File: config.mk
export PLATFORM = sky130hd
export DESIGN_NAME = amg_mux_top
export DESIGN_NICKNAME = d
export VERILOG_FILES = /design/src/rtl/amg_pkg_note_unused.sv /design/src/rtl/amg_pkg.sv /design/src/rtl/amg_line_gate.sv /design/src/rtl/amg_mux_top.sv
export VERILOG_INCLUDE_DIRS = /design/src /design/src/rtl
export SDC_FILE = /design/constraint.sdc
export NUM_CORES = 1
export LEC_CHECK = 0
export BUFFER_PORTS_ARGS = -buffer_cell sky130_fd_sc_hd__buf_4
export CORE_ASPECT_RATIO = 1.5
export CORE_MARGIN = 2
export CORE_UTILIZATION = 35
export DETAILED_ROUTE_END_ITERATION = 12
export HOLD_SLACK_MARGIN = 0.1
export PLACE_DENSITY = 0.52
export SYNTH_ARGS = -nofsm -noshare
export SYNTH_HDL_FRONTEND = slang
export SYNTH_SLANG_ARGS = --single-unit
File: constraint.sdc
create_clock -name clock_i -period 9 [get_ports clock_i]
set_input_delay 0.45 -clock clock_i [delete_from_list [all_inputs] [get_ports clock_i]]
set_output_delay 0.45 -clock clock_i [all_outputs]
set_load 0.02 [all_outputs]
File: src/rtl/amg_regs.svh
// Register offsets, field positions and encodings of the line gating block.
`ifndef AMG_REGS_SVH
`define AMG_REGS_SVH

// Number of lines per emulated unit and the largest number of units.
`define AMG_LINES_PER_UNIT 8
`define AMG_MAX_UNITS      6
`define AMG_MAX_LINES      48

// Byte address of the first selectable base and the 32-byte block step.
`define AMG_BASE_ORIGIN    18'h3E000
`define AMG_BLOCK_BYTES    18'h00020

// Maintenance function encodings of the two-bit select field.
`define AMG_FCN_NORMAL     2'h0
`define AMG_FCN_ECHO       2'h1
`define AMG_FCN_LOCAL      2'h2
`define AMG_FCN_REMOTE     2'h3

// Field positions inside a line control word.
`define AMG_BIT_TX_EN      0
`define AMG_BIT_RX_EN      2
`define AMG_BIT_FCN_LO     6
`define AMG_BIT_FCN_HI     7
`define AMG_BIT_DTR        9
`define AMG_BIT_RTS        12
`define AMG_BIT_CTS_IND    13
`define AMG_BIT_CAR_IND    14

// Reset value of a line control word.
`define AMG_LINE_RESET     16'h0000

`endif

File: src/rtl/amg_pkg_note_unused.sv
// Intentionally empty compilation unit kept out of the build order.

File: src/rtl/amg_pkg.sv
// Types shared by the line gating block.
package amg_pkg;

  // Programmed per-line control bits.
  typedef struct packed {
    logic [1:0] maint_function_select;
    logic       dtr;
    logic       rts;
    logic       rx_en;
    logic       tx_en;
  } amg_line_ctrl_t;

  // Modem inputs of one line after synchronisation.
  typedef struct packed {
    logic cd;
    logic cts;
    logic rxd;
  } amg_line_in_t;

endpackage

File: src/rtl/amg_line_gate.sv
// Per-line gating of receiver, transmitter and modem outputs by mode.
`timescale 1ns/1ps
`include "amg_regs.svh"

module amg_line_gate (
  input  wire logic                    clock_i,
  input  wire logic                    nrst_i,
  input  wire amg_pkg::amg_line_ctrl_t ctrl_i,
  input  wire amg_pkg::amg_line_in_t   pin_i,
  input  wire logic                    txd_uart_i,
  output logic                         txd_o,
  output logic                         rxd_o,
  output logic                         dtr_o,
  output logic                         rts_o,
  output logic                         rx_run_o,
  output logic                         tx_run_o,
  output logic                         carrier_indication_o,
  output logic                         cts_ind_o
);

  // Mode decode.
  wire logic is_local  =
    (ctrl_i.maint_function_select == `AMG_FCN_LOCAL);
  wire logic is_echo   = (ctrl_i.maint_function_select == `AMG_FCN_ECHO);
  wire logic is_remote = (ctrl_i.maint_function_select == `AMG_FCN_REMOTE);

  // In local loop the indications come from the programmed bits.
  wire logic car_ind   = is_local ? ctrl_i.dtr : pin_i.cd;
  wire logic cts_ind   = is_local ? ctrl_i.rts : pin_i.cts;

  // Receiver and transmitter run only with their indication on.
  wire logic rx_run    = ctrl_i.rx_en & car_ind;
  wire logic tx_run    = (ctrl_i.tx_en | is_remote) & cts_ind;

  // Echo and remote loop resend line data; local loop holds the line mark.
  wire logic next_txd  = is_local ? 1'b1 :
                         (is_echo | is_remote) ?
                         (pin_i.rxd | ~tx_run) :
                         (txd_uart_i | ~tx_run);

  // The receiver sees the transmitter in local loop, idle in remote loop.
  wire logic next_rxd  = is_local ? txd_uart_i :
                         is_remote ? 1'b1 :
                         (pin_i.rxd | ~rx_run);

  // Registered outputs; line idles at mark and modem outputs off at reset.
  always_ff @(posedge clock_i or negedge nrst_i) begin
    if (!nrst_i) begin
      txd_o                <= 1'b1;
      rxd_o                <= 1'b1;
      dtr_o                <= 1'b0;
      rts_o                <= 1'b0;
      rx_run_o             <= 1'b0;
      tx_run_o             <= 1'b0;
      carrier_indication_o <= 1'b0;
      cts_ind_o            <= 1'b0;
    end else begin
      txd_o                <= next_txd;
      rxd_o                <= next_rxd;
      dtr_o                <= ctrl_i.dtr & ~is_local;
      rts_o                <= ctrl_i.rts & ~is_local;
      rx_run_o             <= rx_run;
      tx_run_o             <= tx_run;
      carrier_indication_o <= car_ind;
      cts_ind_o            <= cts_ind;
    end
  end

endmodule

File: src/rtl/amg_mux_top.sv
// Top of the line gating block: register slave, pin sync, line gates.
//
// Decided for this implementation: the address map and the plain strobed port.
`timescale 1ns/1ps
`include "amg_regs.svh"

module amg_mux_top (
  input  wire logic                       clock_i,
  input  wire logic                       nrst_i,
  input  wire logic [17:0]                bus_addr_i,
  input  wire logic [15:0]                bus_wdata_i,
  input  wire logic                       bus_write_i,
  input  wire logic                       bus_read_i,
  output logic      [15:0]                bus_rdata_o,
  output logic                            bus_ack_o,
  input  wire logic [1:0]                 panel_count_switch_i,
  input  wire logic [3:0]                 base_select_i,
  input  wire logic [`AMG_MAX_LINES-1:0]  line_cd_i,
  input  wire logic [`AMG_MAX_LINES-1:0]  line_cts_i,
  input  wire logic [`AMG_MAX_LINES-1:0]  line_rxd_i,
  input  wire logic [`AMG_MAX_LINES-1:0]  txd_uart_i,
  output logic      [`AMG_MAX_LINES-1:0]  line_txd_o,
  output logic      [`AMG_MAX_LINES-1:0]  line_dtr_o,
  output logic      [`AMG_MAX_LINES-1:0]  line_rts_o,
  output logic      [`AMG_MAX_LINES-1:0]  rx_data_o,
  output logic      [`AMG_MAX_LINES-1:0]  rx_run_o,
  output logic      [`AMG_MAX_LINES-1:0]  tx_run_o
);

  // Two-stage synchronisers for every pin input; stage one is read only
  // by stage two.
  logic [`AMG_MAX_LINES-1:0] cd_s1;    // First stage, carrier.
  logic [`AMG_MAX_LINES-1:0] cd_s2;    // Second stage, carrier.
  logic [`AMG_MAX_LINES-1:0] cts_s1;   // First stage, clear-to-send.
  logic [`AMG_MAX_LINES-1:0] cts_s2;   // Second stage, clear-to-send.
  logic [`AMG_MAX_LINES-1:0] rxd_s1;   // First stage, line data.
  logic [`AMG_MAX_LINES-1:0] rxd_s2;   // Second stage, line data.
  logic [5:0]                sw_s1;    // First stage, switches.
  logic [5:0]                sw_s2;    // Second stage, switches.

  // Synchronise pins; data idles at mark so reset to one.
  always_ff @(posedge clock_i or negedge nrst_i) begin
    if (!nrst_i) begin
      cd_s1  <= '0;
      cd_s2  <= '0;
      cts_s1 <= '0;
      cts_s2 <= '0;
      rxd_s1 <= '1;
      rxd_s2 <= '1;
      sw_s1  <= 6'h00;
      sw_s2  <= 6'h00;
    end else begin
      cd_s1  <= line_cd_i;
      cd_s2  <= cd_s1;
      cts_s1 <= line_cts_i;
      cts_s2 <= cts_s1;
      rxd_s1 <= line_rxd_i;
      rxd_s2 <= rxd_s1;
      sw_s1  <= {panel_count_switch_i, base_select_i};
      sw_s2  <= sw_s1;
    end
  end

  // Switch settings after synchronisation.
  wire logic [1:0] panel_sw = sw_s2[5:4];
  wire logic [3:0] base_sw  = sw_s2[3:0];

  // Unit count is twice the panel count; the unused code counts as two.
  wire logic [2:0] panels = 3'h1 + {2'h0, panel_sw[0]} + {2'h0, panel_sw[1]};
  wire logic [3:0] units  = {panels, 1'b0};

  // Base sits on a 32-byte step, so its low five bits are zero.
  wire logic [17:0] base_addr = `AMG_BASE_ORIGIN +
                                {9'h000, base_sw, 5'h00};

  // Offset from base; a borrow means the address is below the base.
  wire logic [18:0] offs_full = {1'b0, bus_addr_i} - {1'b0, base_addr};
  wire logic        below     = offs_full[18];
  wire logic [17:0] offs      = offs_full[17:0];

  // Hit when the block number is below the unit count.
  wire logic        block_hit = ~below &&
                                (offs[17:5] < {9'h000, units});
  wire logic        upper_reg = offs[4];
  wire logic [5:0]  line_idx  = {offs[7:5], offs[3:1]};
  wire logic        line_hit  = block_hit && !upper_reg;
  wire logic        wr_line   = bus_write_i && line_hit;
  wire logic        any_acc   = bus_write_i || bus_read_i;

  // Programmed control of every line.
  amg_pkg::amg_line_ctrl_t ctrl_q [`AMG_MAX_LINES];

  // Control decoded from the write data.
  amg_pkg::amg_line_ctrl_t wr_ctrl;
  assign wr_ctrl.maint_function_select =
           bus_wdata_i[`AMG_BIT_FCN_HI:`AMG_BIT_FCN_LO];
  assign wr_ctrl.dtr   = bus_wdata_i[`AMG_BIT_DTR];
  assign wr_ctrl.rts   = bus_wdata_i[`AMG_BIT_RTS];
  assign wr_ctrl.rx_en = bus_wdata_i[`AMG_BIT_RX_EN];
  assign wr_ctrl.tx_en = bus_wdata_i[`AMG_BIT_TX_EN];

  // Line control registers; only hits on a line word store data.
  always_ff @(posedge clock_i or negedge nrst_i) begin
    if (!nrst_i) begin
      for (int i = 0; i < `AMG_MAX_LINES; i++) begin
        ctrl_q[i] <= '0;
      end
    end else if (wr_line) begin
      ctrl_q[line_idx] <= wr_ctrl;
    end
  end

  // Gate outputs of every line.
  logic [`AMG_MAX_LINES-1:0] car_ind;  // Effective carrier per line.
  logic [`AMG_MAX_LINES-1:0] cts_ind;  // Effective clear-to-send per line.

  // One gate per line.
  for (genvar g = 0; g < `AMG_MAX_LINES; g++) begin : gen_line
    amg_line_gate u_gate (
      .clock_i              (clock_i),
      .nrst_i               (nrst_i),
      .ctrl_i               (ctrl_q[g]),
      .pin_i                ({cd_s2[g], cts_s2[g], rxd_s2[g]}),
      .txd_uart_i           (txd_uart_i[g]),
      .txd_o                (line_txd_o[g]),
      .rxd_o                (rx_data_o[g]),
      .dtr_o                (line_dtr_o[g]),
      .rts_o                (line_rts_o[g]),
      .rx_run_o             (rx_run_o[g]),
      .tx_run_o             (tx_run_o[g]),
      .carrier_indication_o (car_ind[g]),
      .cts_ind_o            (cts_ind[g])
    );
  end

  // Read word of the addressed line, with its live indications.
  // Off a hit the index can pass the last line; next_rdata masks it.
  amg_pkg::amg_line_ctrl_t rd_ctrl;
  assign rd_ctrl = ctrl_q[line_idx];
  logic [15:0] line_word;
  always_comb begin
    line_word = `AMG_LINE_RESET;
    line_word[`AMG_BIT_FCN_HI:`AMG_BIT_FCN_LO] = rd_ctrl.maint_function_select;
    line_word[`AMG_BIT_DTR]     = rd_ctrl.dtr;
    line_word[`AMG_BIT_RTS]     = rd_ctrl.rts;
    line_word[`AMG_BIT_RX_EN]   = rd_ctrl.rx_en;
    line_word[`AMG_BIT_TX_EN]   = rd_ctrl.tx_en;
    line_word[`AMG_BIT_CAR_IND] = car_ind[line_idx];
    line_word[`AMG_BIT_CTS_IND] = cts_ind[line_idx];
  end

  // Upper words of a block acknowledge and read zero.
  wire logic [15:0] next_rdata = (bus_read_i && line_hit) ? line_word :
                                 16'h0000;

  // Acknowledge one cycle after a strobe, only inside configured blocks,
  // so a probe past the last unit sees silence.
  always_ff @(posedge clock_i or negedge nrst_i) begin
    if (!nrst_i) begin
      bus_rdata_o <= 16'h0000;
      bus_ack_o   <= 1'b0;
    end else begin
      bus_rdata_o <= next_rdata;
      bus_ack_o   <= any_acc && block_hit;
    end
  end

  // Checks on line zero and the bus answer.
  local_dtr_off_a: assert property (@(posedge clock_i) disable iff (!nrst_i)
    (ctrl_q[0].maint_function_select == `AMG_FCN_LOCAL) |=> !line_dtr_o[0])
    else $error("DTR pin on in local loopback");
  local_rts_off_a: assert property (@(posedge clock_i) disable iff (!nrst_i)
    (ctrl_q[0].maint_function_select == `AMG_FCN_LOCAL) |=> !line_rts_o[0])
    else $error("RTS pin on in local loopback");
  local_car_follow_a: assert property (@(posedge clock_i) disable iff (!nrst_i)
    (ctrl_q[0].maint_function_select == `AMG_FCN_LOCAL)
    |=> car_ind[0] == $past(ctrl_q[0].dtr))
    else $error("Carrier does not follow DTR");
  local_cts_follow_a: assert property (@(posedge clock_i) disable iff (!nrst_i)
    (ctrl_q[0].maint_function_select == `AMG_FCN_LOCAL)
    |=> cts_ind[0] == $past(ctrl_q[0].rts))
    else $error("Clear-to-send does not follow RTS");
  rx_carrier_gate_a: assert property (@(posedge clock_i) disable iff (!nrst_i)
    (ctrl_q[0].maint_function_select != `AMG_FCN_LOCAL) && !cd_s2[0]
    |=> !rx_run_o[0])
    else $error("Receiver runs without carrier");
  tx_cts_gate_a: assert property (@(posedge clock_i) disable iff (!nrst_i)
    (ctrl_q[0].maint_function_select != `AMG_FCN_LOCAL) && !cts_s2[0]
    |=> !tx_run_o[0])
    else $error("Transmitter runs without clear-to-send");
  local_loop_data_a: assert property (@(posedge clock_i) disable iff (!nrst_i)
    (ctrl_q[0].maint_function_select == `AMG_FCN_LOCAL)
    |=> line_txd_o[0] && (rx_data_o[0] == $past(txd_uart_i[0])))
    else $error("Local loopback data path wrong");
  no_ack_outside_a: assert property (@(posedge clock_i) disable iff (!nrst_i)
    any_acc && !block_hit |=> !bus_ack_o)
    else $error("Acknowledge outside configured blocks");
  last_unit_ack_a: assert property (@(posedge clock_i) disable iff (!nrst_i)
    any_acc && !below && (offs[17:5] == {9'h000, units} - 13'h0001)
    |=> bus_ack_o)
    else $error("Last unit block not acknowledged");
  // Read data must fall back to zero outside the answer cycle, or a
  // stale word could be taken for a fresh one by a careless host.
  rdata_idle_a: assert property (@(posedge clock_i) disable iff (!nrst_i)
    !bus_read_i |=> bus_rdata_o == 16'h0000)
    else $error("Read data not zero outside a read");
  ack_needs_strobe_a: assert property (@(posedge clock_i) disable iff (!nrst_i)
    !any_acc |=> !bus_ack_o)
    else $error("Acknowledge without a strobe");

endmodule

; ---- Word level (Yosys, flattened, before mapping)
; Index checks and enable logic that the tools add are counted.
; W data, S select, Z words.
[word_totals]
register_bits = 988
elab_cells = 1671
output_inout_bits = 305
[op_classes]
add_sub_neg = 4
n_lt_le_gt_ge = 4
muxes = 299
bitwise = 578
n_reduce_logical = 8
eq_ne = 144
[ops]
columns = operator, n
row1 = $mux W1, 290
row2 = $bwmux W288, 1
row3 = $or A1 B1 Y1, 240
row4 = $and A1 B1 Y1, 192
row5 = $eq A2 B2 Y1 const B, 96
row6 = $not A1 Y1, 145
row7 = $eq A2 B1 Y1 const B, 48
row8 = $bmux W6 S6, 1
row9 = $demux W6 S6, 1
row10 = $sub A18 B18 Y19, 1
row11 = $mux W6, 3
row12 = $add A14 B10 Y15 const A, 1
row13 = $mux W15, 1
row14 = $lt A13 B4 Y1, 1
row15 = $bmux W1 S6, 2
row16 = $ge A7 B7 Y1 const B, 1
row17 = $lt A6 B7 Y1 const B, 1
row18 = $lt A7 B1 Y1 const B, 1
row19 = $not A6 Y7, 1
row20 = $logic_and A1 B1 Y1, 6
row21 = $add A2 B1 Y3, 1
row22 = $add A1 B1 Y2 const A, 1
row23 = $logic_not A1 Y1, 1
row24 = $logic_or A1 B1 Y1, 1

; ---- Depth between registers and ports, before layout
[depth]
depth_word = 8
ltp_mapped = 14
mapped_depth_nobuf = 12

; ---- Cells and area by module
; A second synthesis with hierarchy kept.
[unflattened]
cells_unflattened = 2720
hier_area_um2 = 38673.3
[by_module_without_submodules]
columns = mod, seq_area_each_um2, cells_each, area_each_um2, n_inst
row1 = amg_mux_top, 15059.4, 1472, 23178.5, 1
row2 = amg_line_gate, 202.7, 26, 322.8, 48

; ---- Worst setup path before layout
; No wires, ideal clock.
[synth_path]
path_type = input to register
from = input bus_addr_i[5]
to = register ctrl_q[113] in the netlist's numbering
setup_time_ns = 0.125
t_required_ns = 8.875
slack_ns = 5.316
stages = 14
arrival_time_ns = 3.559
path_cell_list = inv_1 ha_1 fa_1 xor2_2 inv_2 ha_1 nor3b_1 nand2b_1 mux2i_1 nand4_1 buf_6 buf_6 nor4_4 mux2_4
[synth_between]
elab_chain_cells = 7
elab_cells_between_ends = 13
cone_classes = add/sub (1) / order compare (3) / mux (3) / bitwise (2) / reduce/logical (4)
[synth_lines]
columns = element, line
row1 = start: declaration, amg_mux_top.sv:10  ; input wire logic [17:0] bus_addr_i,
row2 = $sub A18 B18 Y19 *, amg_mux_top.sv:77  ; wire logic [18:0] offs_full = {1'b0, bus_addr_i} - {1'b0, base_addr};
row3 = $not A6 Y7 (implied by the code), amg_mux_top.sv:109  ; ctrl_q[line_idx] <= wr_ctrl;
row4 = $ge A7 B7 Y1 (implied by the code) / $lt A7 B1 Y1 (equally long branches), amg_mux_top.sv:109
row5 = $logic_and A1 B1 Y1 (implied by the code), amg_mux_top.sv:109
row6 = $mux W6 (implied by the code), amg_mux_top.sv:109
row7 = $demux W6 S6, amg_mux_top.sv:109
row8 = $bwmux W288, amg_mux_top.sv:109
row9 = end signal: indexed assignment, amg_mux_top.sv:109
row10 = end: declaration, amg_mux_top.sv:91  ; amg_pkg::amg_line_ctrl_t ctrl_q [`AMG_MAX_LINES];
; Mark *: on every way between the ends. The rest lies on a longest branch, timed or not.
; A chain may end at the register's enable or synchronous reset.

; ---- Worst setup path in the final report
[layout_path]
from = register sw_s2[0]
to = register ctrl_q[243] in the netlist's numbering
[layout_between]
elab_chain_cells = 8
elab_cells_between_ends = 14
cone_classes = add/sub (2) / order compare (3) / mux (3) / bitwise (2) / reduce/logical (4)
[layout_lines]
columns = element, line
row1 = start: declaration, amg_mux_top.sv:39  ; logic [5:0] sw_s2;
row2 = start signal: assignment, amg_mux_top.sv:60  ; sw_s2 <= sw_s1;
row3 = $add A14 B10 Y15 (no source line) *, -
row4 = $sub A18 B18 Y19 *, amg_mux_top.sv:77
row5 = $not A6 Y7 (implied by the code), amg_mux_top.sv:109
row6 = $ge A7 B7 Y1 (implied by the code) / $lt A7 B1 Y1 (equally long branches), amg_mux_top.sv:109
row7 = $logic_and A1 B1 Y1 (implied by the code), amg_mux_top.sv:109
row8 = $mux W6 (implied by the code), amg_mux_top.sv:109
row9 = $demux W6 S6, amg_mux_top.sv:109
row10 = $bwmux W288, amg_mux_top.sv:109
; Marks and branches as above.

==> qor.txt <==
Crit path DAT: 5410 ps
Clock-pin slew on the worst setup and hold paths: 60 ps
Setup-failing EPs final: 0
Clk_skew: 26.45 ps
Tightest Pin Transition: 1042 ps
Vias: 23743
Worst hold margin: 309.3 ps
Max Clock Freq: 207.4 MHz
HPWL Detailed: 88660 um
Status: completed
Met2 Usage GRT: 37.17%
Max-slew violation count: 0
Die Ht: 419.0 um
Seq/Total Area, Yosys: 61.69%
GRT Total Usage: 21.60%
Reg2reg setup slack: 4180 ps
GR Layer Usage met3: 3.667%
Max Root-Sink Buffers: 3
PD cells: 192.7 nW/um2
Top cell type's share of synthesized area: 49.14%
# port buffers: 521
Max Cap Violations: 0
Post-synthesis mux area share: 15.94%
Vias/cell: 4.954
Busiest grt layer: met2
Initial antenna violation count: 6
Critical Path RT: 9590 ps
GRT met1 Usage: 27.43%
CP max FO: 26
Period utilization: 53.57%
Mean Syn Cell Area: 14.55 um2
Setup TNS: 0 ps
H-tree levels: 3
Synthesized instance count: 2761
Hold WC Path Type: in -> reg
Final nets: 3485
FILL cells: 10324
Row count: 152
Worst slew margin: 30.39%
Critical Path Start Type: flop
Peak supply drop: 179.7 uV
Reg with most FFs: ctrl_q
Hold Fails Final Rpt: 0
Io pins: 541
Leading post-synthesis cells by cell area: dfrtp_1 (49%), dfstp_2 (13%), mux2_2 (7.0%)
Clk sinks: 981
Leak: 22.58 nW
Synth Flop Type: dfrtp_1
Synth Area in Simple Gates: 9.454%
XOR/XNOR share of the synthesized area: 0.06228%
Yosys cell types: 67
Launch point of the worst reg-to-reg path: sw_s2[0]$_DFF_PN0_
Die Width: 280.7 um
CTS tree: built
WL final: 126200 um
Antenna viol nets, final: 0
Synth Area in Compound Gates: 5.948%
Die area: 117600 um2
Cell chosen for the clock root: clkbuf_16
Largest family of logic cells by synthesized area: multiplexers
Post-synthesis adder-cell area fraction: 0.2367%
Core ar.: 114100 um2
Initial Util: 35.21%
RSZ-0062 raised after global routing: no
Routed WL per cell: 26.32 um
Synth warn: 0
P&R area growth vs syn: 22.17%
Final Critical Period: 4821 ps
Later-pin clock latency in the skew report: 710 ps
Worst Hold Depth: 5
Synthesis-stage register bit count: 981
Reg2Reg Depth: 13
Async set-reset flop share out of synthesis: 100.0%
Setup Crit Path Kind: reg -> reg
First-pass GRT wire length: 183500 um
Pre-antenna DRT Iters: 5
RR Endpoint: ctrl_q[243]$_DFFE_PN0P_
DRC viols: 0
Cell Area, Synth: 40180 um2
CP Capture Type: flop
Grt ovf: 0
Pin count of the biggest net entering global routing: 177
Hold path start: bus_addr_i[12]
CTS Buf Count: 98
Number of flip-flops under the largest register name: 288
Vias in the first global route: 25738
Postcts setup bufs: 0
Synth area leader: dfrtp_1
Ratio of cells with drive above 1 in the final layout: 41.00%
Post-synth EDFFs: 0
Hold worst-path end: bus_rdata_o[13]$_DFF_PN0_
Initial drt markers: 1378
GP Congestion: 0.8269
-- kinds of logic after synthesis --
family,Yosys count
DFF,981
other,1
xor gates and xnor gates,2
muxes,486
AOI/OAI and AO/OA,326
and+or+nand+nor,561
buffers and inverters,397
adders and majority gates,7
-- metal layers --
metal  vias to the layer above  share of wire (%)
met3                       146                4.8
met4                         4                3.0
met2                       691                 51
met5                         -              0.021
li1                      10402                  -
met1                     12500                 42
-- worst max-delay path by stage --
stage / start / end / cells past startpoint
after global placement: bus_addr_i[5] / ctrl_q[124]$_DFFE_PN0P_ / 15
after detailed placement: bus_addr_i[5] / ctrl_q[124]$_DFFE_PN0P_ / 15
after global routing: sw_s2[0]$_DFF_PN0_ / ctrl_q[243]$_DFFE_PN0P_ / 13
final: sw_s2[0]$_DFF_PN0_ / ctrl_q[243]$_DFFE_PN0P_ / 13
after CTS: sw_s2[0]$_DFF_PN0_ / ctrl_q[121]$_DFFE_PN0P_ / 13
after floorplan: bus_addr_i[5] / ctrl_q[113]$_DFFE_PN0P_ / 14
-- metrics by stage --
stage | total power [W] | instances | setup slack [ps] | utilization (%) | cell area [um2]
after global routing | 0.009826 | 4792 | 3920 | 43.02 | 49090
after detailed placement | 0.005168 | 4403 | 3986 | 38.26 | 43660
final | 0.009461 | 4793 | 4179 | 43.02 | 49090
after floorplan | 0.004832 | 2768 | 5316 | - | 40210
after global placement | 0.005164 | 4403 | 4090 | 38.26 | 43660
after CTS | 0.009598 | 4790 | 4187 | 43.01 | 49080
-- power by group --
group	internal, W	switching, W
logic	0.000221	0.000376
clock network	0.00249	0.00182
registers	0.00452	0.0000360
total	0.00723	0.00223
-- cells in the mapped netlist, types with 2 or more instances --
| cell | n |
|---|---|
| nor4_4 | 48 |
| inv_2 | 2 |
| nor2b_1 | 8 |
| a211oi_1 | 8 |
| and2_1 | 198 |
| o22ai_1 | 25 |
| nand3_1 | 8 |
| o22a_1 | 2 |
| o31ai_1 | 47 |
| dfrtp_1 | 789 |
| o211ai_1 | 49 |
| dfstp_2 | 192 |
| or2_2 | 3 |
| inv_1 | 14 |
| nor4_1 | 5 |
| clkbuf_1 | 51 |
| nand4_1 | 3 |
| nand2b_1 | 104 |
| mux4_2 | 56 |
| or2_1 | 2 |
| buf_4 | 298 |
| buf_1 | 9 |
| mux2_4 | 90 |
| a221o_1 | 2 |
| mux2_2 | 248 |
| a21oi_1 | 18 |
| buf_2 | 17 |
| a2bb2oi_1 | 3 |
| a22oi_1 | 56 |
| a31oi_1 | 4 |
| a22o_1 | 2 |
| mux2i_1 | 29 |
| nor3_1 | 5 |
| a221oi_1 | 10 |
| o221ai_1 | 17 |
| mux2_1 | 63 |
| nand2_1 | 29 |
| nor2_1 | 141 |
| o21ai_0 | 20 |
| buf_6 | 6 |
| a21o_1 | 49 |
| ha_1 | 6 |
-- cell usage in the layout, fill, tap and decap left out, drive strengths merged, types with 53 or more instances in the layout --
| cell type | n |
|---|---|
| dfrtp | 789 |
| buf | 553 |
| mux2 | 401 |
| dlygate4sd3 | 202 |
| and2 | 198 |
| dfstp | 192 |
| nor2 | 142 |
| clkbuf | 132 |
| nand2b | 104 |
| a22oi | 56 |
| mux4 | 56 |
| nor4 | 53 |
-- layout make-up --
cell class,count,area [um2],area share (%)
sequential,981,24790,50.50
multi-input combinational,1390,12750,25.98
timing repair buffer,755,6247,12.73
clock buffer,132,2753,5.607
tap,1463,1831,3.729
clock inverter,53,649.4,1.323
inverter,16,60.06,0.1223
antenna,3,7.507,0.01529
-- what timing repair did --
action,CTS,global route
endpoints found under the hold margin,330,0
gates resized for setup,0,0
hold buffers,202,0
-- worst max-delay path, stage by stage, from the launching register on --
cell and delay, ps:
dfrtp_1 360, ha_1 200, fa_1 430, xor2_2 480, inv_2 230, ha_1 260
nor3b_1 280, nand2b_1 100, mux2i_1 280, nand4_1 190, buf_4 360, buf_4 440
nor4_4 600, mux2_2 400
Power figures use the tool's default switching activity.
